<file path="src/logic/soe_params.svh">
/*
  Constants of the operand execute unit: word layout, opcode groups,
  address modes, timing chain length and reset values.
  Assumes inclusion by bare name from every design file that needs them.
*/
`ifndef SOE_PARAMS_SVH
`define SOE_PARAMS_SVH

////////////////////////////////////////////////////////////////////////////////
// word layout, bit 0 is the most significant bit
`define SOE_WORD_W        16
`define SOE_BYTE_W        8
`define SOE_LEFT_BYTE     0:7
`define SOE_RIGHT_BYTE    8:15

////////////////////////////////////////////////////////////////////////////////
// opcode groups, first hex digit of the instruction word
`define SOE_GRP_BYTE      4'h5
`define SOE_GRP_ADDSUB    4'h6
`define SOE_GRP_LOGIC     4'h7
`define SOE_GRP_REPADD    4'h8
`define SOE_GRP_REPBYTE   4'h9
`define SOE_GRP_STORE     4'hA
`define SOE_GRP_DLDJMP    4'hB

////////////////////////////////////////////////////////////////////////////////
// address modes, low three bits of the second hex digit
`define SOE_MODE_IND      3'h4
`define SOE_MODE_IND_B1   3'h5
`define SOE_MODE_IND_B2   3'h6

////////////////////////////////////////////////////////////////////////////////
// timing chain and reset values
`define SOE_CHAIN_LEN     10
`define SOE_PHASE_T00     4'h0
`define SOE_PHASE_REQ     4'h1
`define SOE_ACC_RST       16'h0000
`define SOE_ADDR_RST      16'h0000

`endif

</file>
<file path="src/logic/soe_pkg.sv">
/*
  Types of the operand execute unit: machine cycles and datapath functions.
  Assumes nothing of its surroundings.
*/
`default_nettype none

package soe_pkg;

  // machine cycle in progress
  typedef enum logic [1:0] {
    CYC_NEXT_INSTR,
    CYC_ADDR_FORM,
    CYC_OPERAND_READ,
    CYC_MEM_WRITE
  } soe_cycle_t;

  // function applied by the datapath in the operand read cycle
  typedef enum logic [3:0] {
    FN_PASS_ACC,
    FN_LOAD_RIGHT,
    FN_ADD,
    FN_SUB,
    FN_XOR,
    FN_AND,
    FN_REP_ADD_ONE,
    FN_REP_LEFT,
    FN_REP_RIGHT,
    FN_LOAD_OPND
  } soe_func_t;

endpackage : soe_pkg

`default_nettype wire

</file>
<file path="src/logic/soe_addr_form.sv">
/*
  Execution address adder for the eight address modes.
  Assumes base is the displacement, or the indirect word once it was read.
*/
`timescale 1ns/10ps
`default_nettype none
`include "soe_params.svh"

module soe_addr_form (
  // selection
  input  wire logic [2:0]              mode,
  // sources
  input  wire logic [0:`SOE_WORD_W-1] base,
  input  wire logic [0:`SOE_WORD_W-1] progAddr,
  input  wire logic [0:`SOE_WORD_W-1] indexB1,
  input  wire logic [0:`SOE_WORD_W-1] indexB2,
  // result
  output logic      [0:`SOE_WORD_W-1] execAddr
);

  // modes 0-2 and 4-6 share one adder: only the base differs
  always_comb begin
    unique case (mode)
      3'h1, 3'h5: execAddr = base + indexB1;
      3'h2, 3'h6: execAddr = base + indexB2;
      3'h3:       execAddr = progAddr + base;
      3'h7:       execAddr = progAddr - base;
      default:    execAddr = base;
    endcase
  end

endmodule : soe_addr_form

`default_nettype wire

</file>
<file path="src/logic/soe_alu.sv">
/*
  Combinational datapath: adder with forced carry, logic gates and byte
  shift network. Assumes acc and operand are stable registers.
*/
`timescale 1ns/10ps
`default_nettype none
`include "soe_params.svh"

module soe_alu (
  // selection
  input  wire soe_pkg::soe_func_t      func,
  // operands
  input  wire logic [0:`SOE_WORD_W-1] acc,
  input  wire logic [0:`SOE_WORD_W-1] opnd,
  // results
  output logic      [0:`SOE_WORD_W-1] result,
  output logic                        carryOut
);

  logic [`SOE_WORD_W:0]   sumWide;
  logic [0:`SOE_WORD_W-1] adderA;
  logic [0:`SOE_WORD_W-1] adderB;
  logic                   forceCarry;

  always_comb begin
    adderA     = acc;
    adderB     = opnd;
    forceCarry = 1'b0;
    result     = acc;
    unique case (func)
      soe_pkg::FN_LOAD_RIGHT:  result = {{`SOE_BYTE_W{1'b0}}, opnd[`SOE_RIGHT_BYTE]};
      soe_pkg::FN_SUB: begin
        adderB     = ~opnd;
        forceCarry = 1'b1;
      end
      soe_pkg::FN_REP_ADD_ONE: begin
        adderA     = '0;
        forceCarry = 1'b1;
      end
      soe_pkg::FN_XOR:         result = acc ^ opnd;
      soe_pkg::FN_AND:         result = acc & opnd;
      // left-byte replace: right byte of acc goes to the left, right byte of the operand to the right
      soe_pkg::FN_REP_LEFT:    result = {acc[`SOE_RIGHT_BYTE], opnd[`SOE_RIGHT_BYTE]};
      soe_pkg::FN_REP_RIGHT:   result = {opnd[`SOE_LEFT_BYTE], acc[`SOE_RIGHT_BYTE]};
      soe_pkg::FN_LOAD_OPND:   result = opnd;
      default: ;
    endcase
    sumWide  = {1'b0, adderA} + {1'b0, adderB} + {{`SOE_WORD_W{1'b0}}, forceCarry};
    carryOut = sumWide[`SOE_WORD_W];
    if (func == soe_pkg::FN_ADD || func == soe_pkg::FN_SUB || func == soe_pkg::FN_REP_ADD_ONE) begin
      result = sumWide[`SOE_WORD_W-1:0];
    end
  end

endmodule : soe_alu

`default_nettype wire

</file>
<file path="src/logic/soe_exec_unit.sv">
/*
  Operand execute unit: instruction fetch, address formation, operand read
  and store cycles driven by one timing chain, with accumulator and adder
  status. Assumes a memory on mclk that answers each request with memAck.
*/
`timescale 1ns/10ps
`default_nettype none
`include "soe_params.svh"

module soe_exec_unit #(
  parameter int unsigned CHAIN_LEN = `SOE_CHAIN_LEN
) (
  // clock and reset
  input  wire logic                   mclk,
  input  wire logic                   sys_rst,
  // index registers from the surrounding processor
  input  wire logic [0:`SOE_WORD_W-1] indexB1,
  input  wire logic [0:`SOE_WORD_W-1] indexB2,
  // memory port
  output logic                        memReq,
  output logic                        memWrite,
  output logic      [0:`SOE_WORD_W-1] memAddr,
  output logic      [0:`SOE_WORD_W-1] memWdata,
  input  wire logic                   memAck,
  input  wire logic [0:`SOE_WORD_W-1] memRdata,
  // state and strobes
  output logic      [0:`SOE_WORD_W-1] accumulator,
  output logic      [0:`SOE_WORD_W-1] progAddr,
  output logic                        adderStatusFlipflop,
  output logic                        accumulatorLoadStrobe,
  output logic                        addressRegisterLoadStrobe,
  output logic                        jumpTaken,
  output var soe_pkg::soe_cycle_t     cycleState,
  output logic                        phaseT00
);

  ////////////////////////////////////////////////////////////////////////////
  // state

  typedef struct packed {
    soe_pkg::soe_cycle_t    cyc;
    logic [3:0]             phase;
    logic [0:`SOE_WORD_W-1] instr;
    logic [0:`SOE_WORD_W-1] indWord;
    logic [0:`SOE_WORD_W-1] opnd;
    logic [0:`SOE_WORD_W-1] acc;
    logic [0:`SOE_WORD_W-1] sAddr;
    logic [0:`SOE_WORD_W-1] pAddr;
    logic [0:`SOE_WORD_W-1] wdata;
    logic                   adderStatus;
    logic                   accStrobe;
    logic                   sStrobe;
    logic                   jump;
  } soe_state_t;

  soe_state_t st;
  soe_state_t next_st;

  ////////////////////////////////////////////////////////////////////////////
  // decode

  logic [3:0]             opGroup;
  logic                   opHalf;
  logic [2:0]             opMode;
  logic                   isLoadRight;
  logic                   isAdd;
  logic                   isSub;
  logic                   isRepAdd;
  logic                   isRepAddOne;
  logic                   isStore;
  logic                   isStoreZero;
  logic                   isDestLoad;
  logic                   isJump;
  logic                   operandGroupDecode;
  logic                   readModifyWriteGroupDecode;
  logic                   needsRead;
  logic                   supported;
  logic                   jumpAddressCycleEnable;
  logic                   zeroWriteSelect;
  logic                   adderGroup;
  soe_pkg::soe_func_t     func;

  assign opGroup     = st.instr[0:3];
  assign opHalf      = st.instr[4];
  assign opMode      = st.instr[5:7];
  assign isLoadRight = opGroup == `SOE_GRP_BYTE && opHalf;
  assign isAdd       = opGroup == `SOE_GRP_ADDSUB && !opHalf;
  assign isSub       = opGroup == `SOE_GRP_ADDSUB && opHalf;
  assign isRepAdd    = opGroup == `SOE_GRP_REPADD && !opHalf;
  assign isRepAddOne = opGroup == `SOE_GRP_REPADD && opHalf;
  assign isStore     = opGroup == `SOE_GRP_STORE && !opHalf;
  assign isStoreZero = opGroup == `SOE_GRP_STORE && opHalf;
  assign isDestLoad  = opGroup == `SOE_GRP_DLDJMP && !opHalf;
  assign isJump      = opGroup == `SOE_GRP_DLDJMP && opHalf;

  assign operandGroupDecode = isLoadRight || opGroup == `SOE_GRP_ADDSUB || opGroup == `SOE_GRP_LOGIC;
  assign readModifyWriteGroupDecode = opGroup == `SOE_GRP_REPADD || opGroup == `SOE_GRP_REPBYTE
                                      || isDestLoad;
  assign needsRead  = operandGroupDecode || readModifyWriteGroupDecode;
  assign supported  = needsRead || isStore || isStoreZero || isJump;
  assign adderGroup = isAdd || isSub || isRepAdd || isRepAddOne;
  assign zeroWriteSelect = isStoreZero || isDestLoad;

  // indirect modes need the extra address formation read
  assign jumpAddressCycleEnable = opMode == `SOE_MODE_IND || opMode == `SOE_MODE_IND_B1
                                  || opMode == `SOE_MODE_IND_B2;

  always_comb begin
    func = soe_pkg::FN_PASS_ACC;
    if (isLoadRight) begin
      func = soe_pkg::FN_LOAD_RIGHT;
    end else if (isAdd || isRepAdd) begin
      func = soe_pkg::FN_ADD;
    end else if (isSub) begin
      func = soe_pkg::FN_SUB;
    end else if (opGroup == `SOE_GRP_LOGIC) begin
      func = opHalf ? soe_pkg::FN_AND : soe_pkg::FN_XOR;
    end else if (isRepAddOne) begin
      func = soe_pkg::FN_REP_ADD_ONE;
    end else if (opGroup == `SOE_GRP_REPBYTE) begin
      func = opHalf ? soe_pkg::FN_REP_RIGHT : soe_pkg::FN_REP_LEFT;
    end else if (isDestLoad) begin
      func = soe_pkg::FN_LOAD_OPND;
    end
  end

  ////////////////////////////////////////////////////////////////////////////
  // datapath

  logic [0:`SOE_WORD_W-1] aluResult;
  logic                   aluCarry;
  logic [0:`SOE_WORD_W-1] addrBase;
  logic [0:`SOE_WORD_W-1] execAddr;
  logic [0:`SOE_WORD_W-1] nextInstrAddr;

  soe_alu u_alu (
    .func     (func),
    .acc      (st.acc),
    .opnd     (st.opnd),
    .result   (aluResult),
    .carryOut (aluCarry)
  );

  // displacement in the first pass, the word read from memory after it
  assign addrBase = (st.cyc == soe_pkg::CYC_ADDR_FORM) ? st.indWord
                    : {{`SOE_BYTE_W{1'b0}}, st.instr[`SOE_RIGHT_BYTE]};

  soe_addr_form u_addr_form (
    .mode     (opMode),
    .base     (addrBase),
    .progAddr (st.pAddr),
    .indexB1  (indexB1),
    .indexB2  (indexB2),
    .execAddr (execAddr)
  );

  assign nextInstrAddr = st.pAddr + 16'h0001;

  ////////////////////////////////////////////////////////////////////////////
  // timing chain and cycle sequencing

  logic atT00;
  logic reqPhase;

  assign atT00    = st.phase == `SOE_PHASE_T00;
  assign reqPhase = st.phase == `SOE_PHASE_REQ;

  always_comb begin
    next_st           = st;
    next_st.accStrobe = 1'b0;
    next_st.sStrobe   = 1'b0;
    next_st.jump      = 1'b0;

    // chain holds in the request phase until memory answers
    if (reqPhase) begin
      if (memAck) begin
        next_st.phase = (CHAIN_LEN > 2) ? `SOE_PHASE_REQ + 4'h1 : `SOE_PHASE_T00;
        unique case (st.cyc)
          soe_pkg::CYC_NEXT_INSTR:   next_st.instr   = memRdata;
          soe_pkg::CYC_ADDR_FORM:    next_st.indWord = memRdata;
          soe_pkg::CYC_OPERAND_READ: next_st.opnd    = memRdata;
          soe_pkg::CYC_MEM_WRITE:    ;
        endcase
      end
    end else if (atT00) begin
      next_st.phase = `SOE_PHASE_REQ;
    end else if (st.phase == 4'(CHAIN_LEN - 1)) begin
      next_st.phase = `SOE_PHASE_T00;
    end else begin
      next_st.phase = st.phase + 4'h1;
    end

    if (atT00) begin
      unique case (st.cyc)
        soe_pkg::CYC_NEXT_INSTR, soe_pkg::CYC_ADDR_FORM: begin
          if (!supported) begin
            next_st.pAddr   = nextInstrAddr;
            next_st.sAddr   = nextInstrAddr;
            next_st.sStrobe = 1'b1;
            next_st.cyc     = soe_pkg::CYC_NEXT_INSTR;
          end else if (st.cyc == soe_pkg::CYC_NEXT_INSTR && jumpAddressCycleEnable) begin
            next_st.sAddr   = addrBase;
            next_st.sStrobe = 1'b1;
            next_st.cyc     = soe_pkg::CYC_ADDR_FORM;
          end else if (isJump) begin
            next_st.sAddr   = execAddr;
            next_st.pAddr   = execAddr;
            next_st.sStrobe = 1'b1;
            next_st.jump    = 1'b1;
            next_st.cyc     = soe_pkg::CYC_NEXT_INSTR;
          end else if (needsRead) begin
            next_st.sAddr   = execAddr;
            next_st.sStrobe = 1'b1;
            next_st.cyc     = soe_pkg::CYC_OPERAND_READ;
          end else begin
            next_st.sAddr   = execAddr;
            next_st.sStrobe = 1'b1;
            next_st.wdata   = zeroWriteSelect ? '0 : st.acc;
            next_st.cyc     = soe_pkg::CYC_MEM_WRITE;
          end
        end
        soe_pkg::CYC_OPERAND_READ: begin
          next_st.acc       = aluResult;
          next_st.accStrobe = 1'b1;
          if (adderGroup) begin
            next_st.adderStatus = aluCarry;
          end
          if (readModifyWriteGroupDecode) begin
            // address register left alone so the store hits the operand word
            next_st.wdata = zeroWriteSelect ? '0 : aluResult;
            next_st.cyc   = soe_pkg::CYC_MEM_WRITE;
          end else begin
            next_st.pAddr   = nextInstrAddr;
            next_st.sAddr   = nextInstrAddr;
            next_st.sStrobe = 1'b1;
            next_st.cyc     = soe_pkg::CYC_NEXT_INSTR;
          end
        end
        soe_pkg::CYC_MEM_WRITE: begin
          next_st.pAddr   = nextInstrAddr;
          next_st.sAddr   = nextInstrAddr;
          next_st.sStrobe = 1'b1;
          next_st.cyc     = soe_pkg::CYC_NEXT_INSTR;
        end
      endcase
    end
  end

  always_ff @(posedge mclk) begin
    if (sys_rst) begin
      st             <= '0;
      st.cyc         <= soe_pkg::CYC_NEXT_INSTR;
      st.phase       <= `SOE_PHASE_REQ;
      st.acc         <= `SOE_ACC_RST;
      st.sAddr       <= `SOE_ADDR_RST;
      st.pAddr       <= `SOE_ADDR_RST;
    end else begin
      st <= next_st;
    end
  end

  ////////////////////////////////////////////////////////////////////////////
  // outputs

  assign memReq                    = reqPhase;
  assign memWrite                  = st.cyc == soe_pkg::CYC_MEM_WRITE;
  assign memAddr                   = st.sAddr;
  assign memWdata                  = st.wdata;
  assign accumulator               = st.acc;
  assign progAddr                  = st.pAddr;
  assign adderStatusFlipflop       = st.adderStatus;
  assign accumulatorLoadStrobe     = st.accStrobe;
  assign addressRegisterLoadStrobe = st.sStrobe;
  assign jumpTaken                 = st.jump;
  assign cycleState                = st.cyc;
  assign phaseT00                  = atT00;

endmodule : soe_exec_unit

`default_nettype wire

</file>
<file path="config.mk">
export PLATFORM = sky130hd
export DESIGN_NAME = soe_exec_unit
export DESIGN_NICKNAME = d
export VERILOG_FILES = /design/src/logic/soe_pkg.sv /design/src/logic/soe_addr_form.sv /design/src/logic/soe_alu.sv /design/src/logic/soe_exec_unit.sv
export VERILOG_INCLUDE_DIRS = /design/src /design/src/logic
export SDC_FILE = /design/constraint.sdc
export NUM_CORES = 1
export LEC_CHECK = 0
export BUFFER_PORTS_ARGS = -buffer_cell sky130_fd_sc_hd__buf_2
export CORE_ASPECT_RATIO = 1.1
export CORE_MARGIN = 2
export CORE_UTILIZATION = 60
export CTS_BUF_LIST = sky130_fd_sc_hd__clkbuf_2
export DETAILED_ROUTE_END_ITERATION = 7
export PLACE_DENSITY = 0.82
export SYNTH_ARGS = -nofsm -noshare
export SYNTH_HDL_FRONTEND = slang
export SYNTH_SLANG_ARGS = --single-unit
</file>
<file path="constraint.sdc">
create_clock -name mclk -period 5.7 [get_ports mclk]
set_input_delay 1.14 -clock mclk [delete_from_list [all_inputs] [get_ports mclk]]
set_output_delay 1.14 -clock mclk [all_outputs]
set_load 0.005 [all_outputs]
</file>
# Word-level counts from Yosys, hierarchy flattened
# Index checks and enable logic that the tools add are counted.
dict set report totals {
  output_inout_bits 73
  elab_cells 156
  input_bits 51
  regBits 122
}
dict set report classes {
  n_bitwise 6
  mux 46
  addsub 8
  n_eq_ne 37
  reduce_logical 46
}
# operator count
set op_table {}
lappend op_table {{$mux 16} 15}
lappend op_table {{$mux 32} 3}
lappend op_table {{$pmux 16 s6} 1}
lappend op_table {{$pmux 32 s3} 1}
lappend op_table {{$pmux 16 s4} 1}
lappend op_table {{$mux 52} 1}
lappend op_table {{$add 16x16->16} 3}
lappend op_table {{$mux 4} 11}
lappend op_table {{$pmux 16 s2} 1}
lappend op_table {{$eq 4x3->1 const B} 7}
lappend op_table {{$eq 4x4->1 const B} 7}
lappend op_table {{$add 16x16->17} 1}
lappend op_table {{$add 17x1->17} 1}
lappend op_table {{$logic_or 1x1->1} 17}
lappend op_table {{$add 16x1->16 const B} 1}
lappend op_table {{$and 16x16->16} 1}
lappend op_table {{$not 16->16} 1}
lappend op_table {{$sub 16x16->16} 1}
lappend op_table {{$xor 16x16->16} 1}
lappend op_table {{$eq 3x3->1 const B} 4}
lappend op_table {{$ne 2x2->1 const B} 6}
lappend op_table {{$reduce_and 3->1} 4}
lappend op_table {{$logic_and 1x1->1} 10}
lappend op_table {{$reduce_or 2->1} 5}
lappend op_table {{other kinds (23)} 39}

# Depth between registers and ports, before layout
dict set report logic_depth {
  ltp_word 17
  mapped_depth 20
  mapped_depth_nobuf 19
}

# Modules after synthesis
# A second synthesis with hierarchy kept.
dict set report hier_totals {
  cells_unflattened 1439
  area_unflattened_um2 10877.9
}
# mod instances area_each_um2 cells_each seq_area_each_um2
set modules_own_cells {}
lappend modules_own_cells {soe_exec_unit 1 6268.5 813 2442.3}
lappend modules_own_cells {soe_alu 1 2321.0 313 0.0}
lappend modules_own_cells {soe_addr_form 1 2288.4 313 0.0}

# Worst setup path before layout
# Ideal clock, no wire load.
dict set report synth_timing {
  kind {flip-flop to flip-flop}
  startpoint {register st, in the netlist cycleState[0]}
  endpoint {register st, in the netlist memAddr[1]}
  synth_period_minus_slack_ns 4.119
  n_path_buf 2
  slack_ns 1.581
  t_required_ns 5.583
  arrival_ns 4.002
  setup_ns 0.117
  path_stages_with_launch 20
  path_cell_list {dfxtp_1 > nor2b_4 > buf_6 > buf_2 > mux2i_1 > ha_1 > nand3_1 > nor3_1 > nor2_1 > xnor2_1 > ha_1 > a21o_1 > a21oi_1 > o21ai_0 > a41o_1 > a21oi_1 > nor4_1 > nor3_1 > nand2_1 > a32o_1}
}
dict set report synth_via {
  elab_chain_len 7
  elab_cells_between_ends 17
  cone_classes {add/sub: 4; eq/ne: 4; mux: 5; reduce/logical: 4}
}
# element line_no
set synth_rtl {}
lappend synth_rtl {{start, declared} soe_exec_unit.sv:56} ;# soe_state_t st;
lappend synth_rtl {{start signal, assigned} soe_exec_unit.sv:258} ;# st <= next_st;
lappend synth_rtl {{$eq 2x1->1} {soe_exec_unit.sv:145, soe_exec_unit.sv:194}}
lappend synth_rtl {{$mux 16} soe_exec_unit.sv:145} ;# assign addrBase = (st.cyc == soe_pkg::CYC_ADDR_FORM) ? st.indWord
lappend synth_rtl {{$sub 16x16->16 (tied with other cells)} soe_addr_form.sv:27} ;# 3'h7: execAddr = progAddr - base;
lappend synth_rtl {{$pmux 16 s4} soe_addr_form.sv:23} ;# unique case (mode)
lappend synth_rtl {{$mux 16} soe_exec_unit.sv:201} ;# end else if (st.cyc == soe_pkg::CYC_NEXT_INSTR && jumpAddressCycleEnable) begin
lappend synth_rtl {{$mux 32} soe_exec_unit.sv:196} ;# if (!supported) begin
lappend synth_rtl {{$pmux 32 s3} soe_exec_unit.sv:194} ;# unique case (st.cyc)
# Parallel ways exist; a longest one is shown, timed or not.
# A chain may end at the register's enable or synchronous reset.

# Worst setup path after layout
# Same ends and word-level chain as after synthesis.

==> impl_metrics.json <==
{
  "outcome": "finished clean",
  "finalWorstSetupSlack_ps": 797.7,
  "hp-class": "reg -> reg",
  "initial_core_util_pct": 61.88,
  "cts_buffer_depth": 2,
  "die_y_um": 137.9,
  "cts_max_level": 4,
  "clock_tree.root_cell": "clkbuf_2",
  "place_ws_ps": 865.2,
  "drc": 0,
  "mostFrequentLayoutCells": "nand2_1, buf_2, dfxtp_1",
  "hold_ws_ps": 473.8,
  "cts_buffers": 17,
  "finalPower_uw": 3853,
  "grt_pass1_wl_mm": 44.15,
  "grt_use_total_pct": 31.96,
  "portBuffers": 123,
  "critPathKind": "reg -> reg",
  "grt_max_degree": 71,
  "dieArea_um2": 17330,
  "crit_path_start_kind": "flop",
  "syn_nets": 1408,
  "postSynth.asyncResetShare_pct": 0,
  "setup_viol": 0,
  "cp_max_fo": 26,
  "cp_top_family": "simple AND/OR/NAND/NOR gates",
  "antenna_found_initial": 1,
  "drt_wl_total_mm": 27.98,
  "power_density_nw_per_um2": 380.1,
  "fin_crit_sh_pct": 86.01,
  "vias": 9505,
  "synth-compound-area-share_pct": 25.04,
  "syn_area_um2": 9774,
  "drtPass1Iterations": 6,
  "r2r_end": "memAddr[1]$_SDFFE_PP0P_",
  "critical-path-max-stage-delay_ps": 620,
  "slew_violations": 0,
  "ys_ff_latch": 122,
  "regArea_um2": 2442,
  "die_w_um": 125.7,
  "viasPerCell": 6.274,
  "fin_crit_ps": 4902,
  "path_cells": "nor2b_4 -> mux2i_1 -> ha_1 -> nand3_1 -> nor3_1 -> nor2_1 -> xnor2_1 -> ha_1 -> a21o_1 -> a21oi_1 -> nand4_1 -> a41o_1 -> a21oi_1 -> nor4_1 -> nor3_1 -> nand2_1 -> a32o_1",
  "multi_input_area_um2": 6439,
  "cts_resized": 0,
  "worstReg2RegStart": "cycleState[0]$_SDFFE_PP0P_",
  "yosysSeqAreaShare_pct": 24.99,
  "routedWlPerCell_um": 18.47,
  "first_global_vias": 8462,
  "tns_ps": 0,
  "reg2reg_slack_ps": 800,
  "core-area_um2": 15800,
  "reg2regPathDepth": 17,
  "layout.cells.most_common": "nand2_1",
  "synth_adder_area_share_pct": 9.908,
  "critPathBufInv": 0,
  "gp_congestion": 0.9430,
  "fill_cells": 1418,
  "yosysWarnings": 0,
  "ant_nets": 0,
  "cp.arrival_ps": 5520,
  "ir_worst_vdd_uv": 236.4,
  "slowest_stage": "nor2b_4",
  "postSynthCellCount": 1282,
  "hold_buffers": 0,
  "slew-limit-headroom_pct": 17.05,
  "synth_top_family_by_area": "compound AO/OA/AOI/OAI gates",
  "worstMarginPinSlew_ps": 1240,
  "drtIter0Drc": 1001,
  "area_growth_pct": 3.700,
  "pin_count": 124,
  "row_count": 48,
  "cp_num_cells": 17,
  "drive_gt1_share_pct": 15.07,
  "synth_flop_cell": "dfxtp_1",
  "postCtsSetupBuffers": 0,
  "placed_area_um2": 9946,
  "cp.required_ps": 6310,
  "endpoint": "memAddr[1]$_SDFFE_PP0P_",
  "cts.sinks": 122,
  "synth_cell_type_count": 77,
  "clk_pin_slew_worst_paths_ps": 170,
  "p_leak_uw": 0.004535,
  "nNetsFinal": 1427,
  "max_cap_violations": 0,
  "cts_tree": "done",
  "syn_area_per_cell_um2": 7.624,
  "crit_start": "cycleState[0]$_SDFFE_PP0P_",
  "muxShareOfSynthArea_pct": 3.789,
  "clk_latency_ps": 700,
  "dp_hpwl_mm": 21.60,
  "fin_skew_ps": 31.85,
  "gr-total-overflow": 0,
  "rsz0062_at_grt": "false",
  "synth-xor-area-share_pct": 6.989,
  "synth-simple-area-share_pct": 20.12,
  "fin_area_um2": 10140,
  "synth_edf_count": 0,
  "finalHoldViolations": 0,
  "fmax_ghz": 0.2040,
  "critPathCaptureType": "flop"
}
[worst min-delay path by stage]
stage / startpoint / to / depth (start not counted)
floorplan: memAddr[11]$_SDFFE_PP0P_ / memAddr[11]$_SDFFE_PP0P_ / 2
global placement: memAddr[3]$_SDFFE_PP0P_ / memAddr[3]$_SDFFE_PP0P_ / 2
detailed placement: memAddr[3]$_SDFFE_PP0P_ / memAddr[3]$_SDFFE_PP0P_ / 2
CTS: memAddr[3]$_SDFFE_PP0P_ / memAddr[3]$_SDFFE_PP0P_ / 2
global route: memAddr[3]$_SDFFE_PP0P_ / memAddr[3]$_SDFFE_PP0P_ / 2
finish: memAddr[3]$_SDFFE_PP0P_ / memAddr[3]$_SDFFE_PP0P_ / 2
[metrics by stage]
step / utilization (%) / cells
2_1_floorplan: - / 1282
3_3_place_gp: 62.97 / 1482
3_5_place_dp: 62.97 / 1482
4_1_cts: 64.16 / 1514
5_1_grt: 64.17 / 1515
6_report: 64.17 / 1515
[cell usage after synthesis (all sizes together) (6+ instances only)]
master / instances / share of area [%]
nand2: 198 / 7.6
dfxtp: 122 / 25
a21oi: 114 / 5.9
nor2: 89 / 3.4
buf: 76 / 5.6
o21ai: 74 / 3.8
ha: 71 / 9.1
clkbuf: 54 / 2.1
xnor2: 50 / 4.5
inv: 39 / 1.5
nand3: 30 / 1.5
and2: 28 / 1.8
xor2: 28 / 2.5
mux2: 22 / 2.5
a22oi: 20 / 1.5
nor3: 19 / 1.1
a22o: 18 / 1.6
a31oi: 17 / 1.2
o21a: 16 / 1.2
a21o: 15 / 1.2
a211oi: 13 / 1.0
nand2b: 13 / 0.83
mux2i: 11 / 1.3
nor2b: 11 / 0.78
a221oi: 10 / 0.90
and3: 9 / 0.58
or3: 9 / 0.63
o211ai: 8 / 0.61
nand4: 7 / 0.45
o22ai: 7 / 0.45
a221o: 6 / 0.61
a32o: 6 / 0.61
[layer usage]
| metal | vias to the layer above | global-route usage, % | part of all wire, % |
|---|---|---|---|
| li1 | 4552 | - | - |
| met5 | - | 0 | 0 |
| met4 | 0 | 18.46 | 5.3 |
| met2 | 471 | 51.89 | 46 |
| met1 | 4391 | 40.60 | 41 |
| met3 | 91 | 5.054 | 7.6 |
[flip-flops by register name, summed over array words and instances (netlist names), 2 cells and up]
register     cells
progAddr        16
cycleState       2
opMode           3
memWdata        16
opGroup          4
memAddr         16
accumulator     16
st              44
[kinds of logic (layout without fill, tap and decap cells)]
logic type | after synthesis | in the layout
xor gates and xnor gates | 78 | 78
AOI/OAI and AO/OA | 373 | 373
buffers and inverters | 169 | 201
DFF | 122 | 122
muxes | 33 | 33
and+or+nand+nor | 432 | 432
other | 0 | 1
adders and majority gates | 75 | 75
[report_power, final]
part / internal (uW) / total [uW] / switching, uW
clock: 159 / 474 / 315
combinational: 903 / 2270 / 1370
sequential: 953 / 1110 / 153
total: 2010 / 3850 / 1840
[cell type report]
class | instances | share of cell area [%]
sequential | 122 | 24.10
clock inverter | 10 | 0.7653
inverter | 39 | 1.444
antenna | 1 | 0.02469
clock buffer | 22 | 1.086
tap | 200 | 2.469
multi-input combinational | 991 | 63.52
timing repair buffer | 130 | 6.592
[worst reg2reg max path, cell delays in order, from the launching register on]
cell and delay [ps]:
dfxtp_1 470, nor2b_4 620, mux2i_1 590, ha_1 290, nand3_1 110, nor3_1 420
nor2_1 100, xnor2_1 140, ha_1 340, a21o_1 180, a21oi_1 170, nand4_1 160
a41o_1 300, a21oi_1 220, nor4_1 70, nor3_1 280, nand2_1 90, a32o_1 270
No activity file was read; power rests on OpenSTA's default activity.
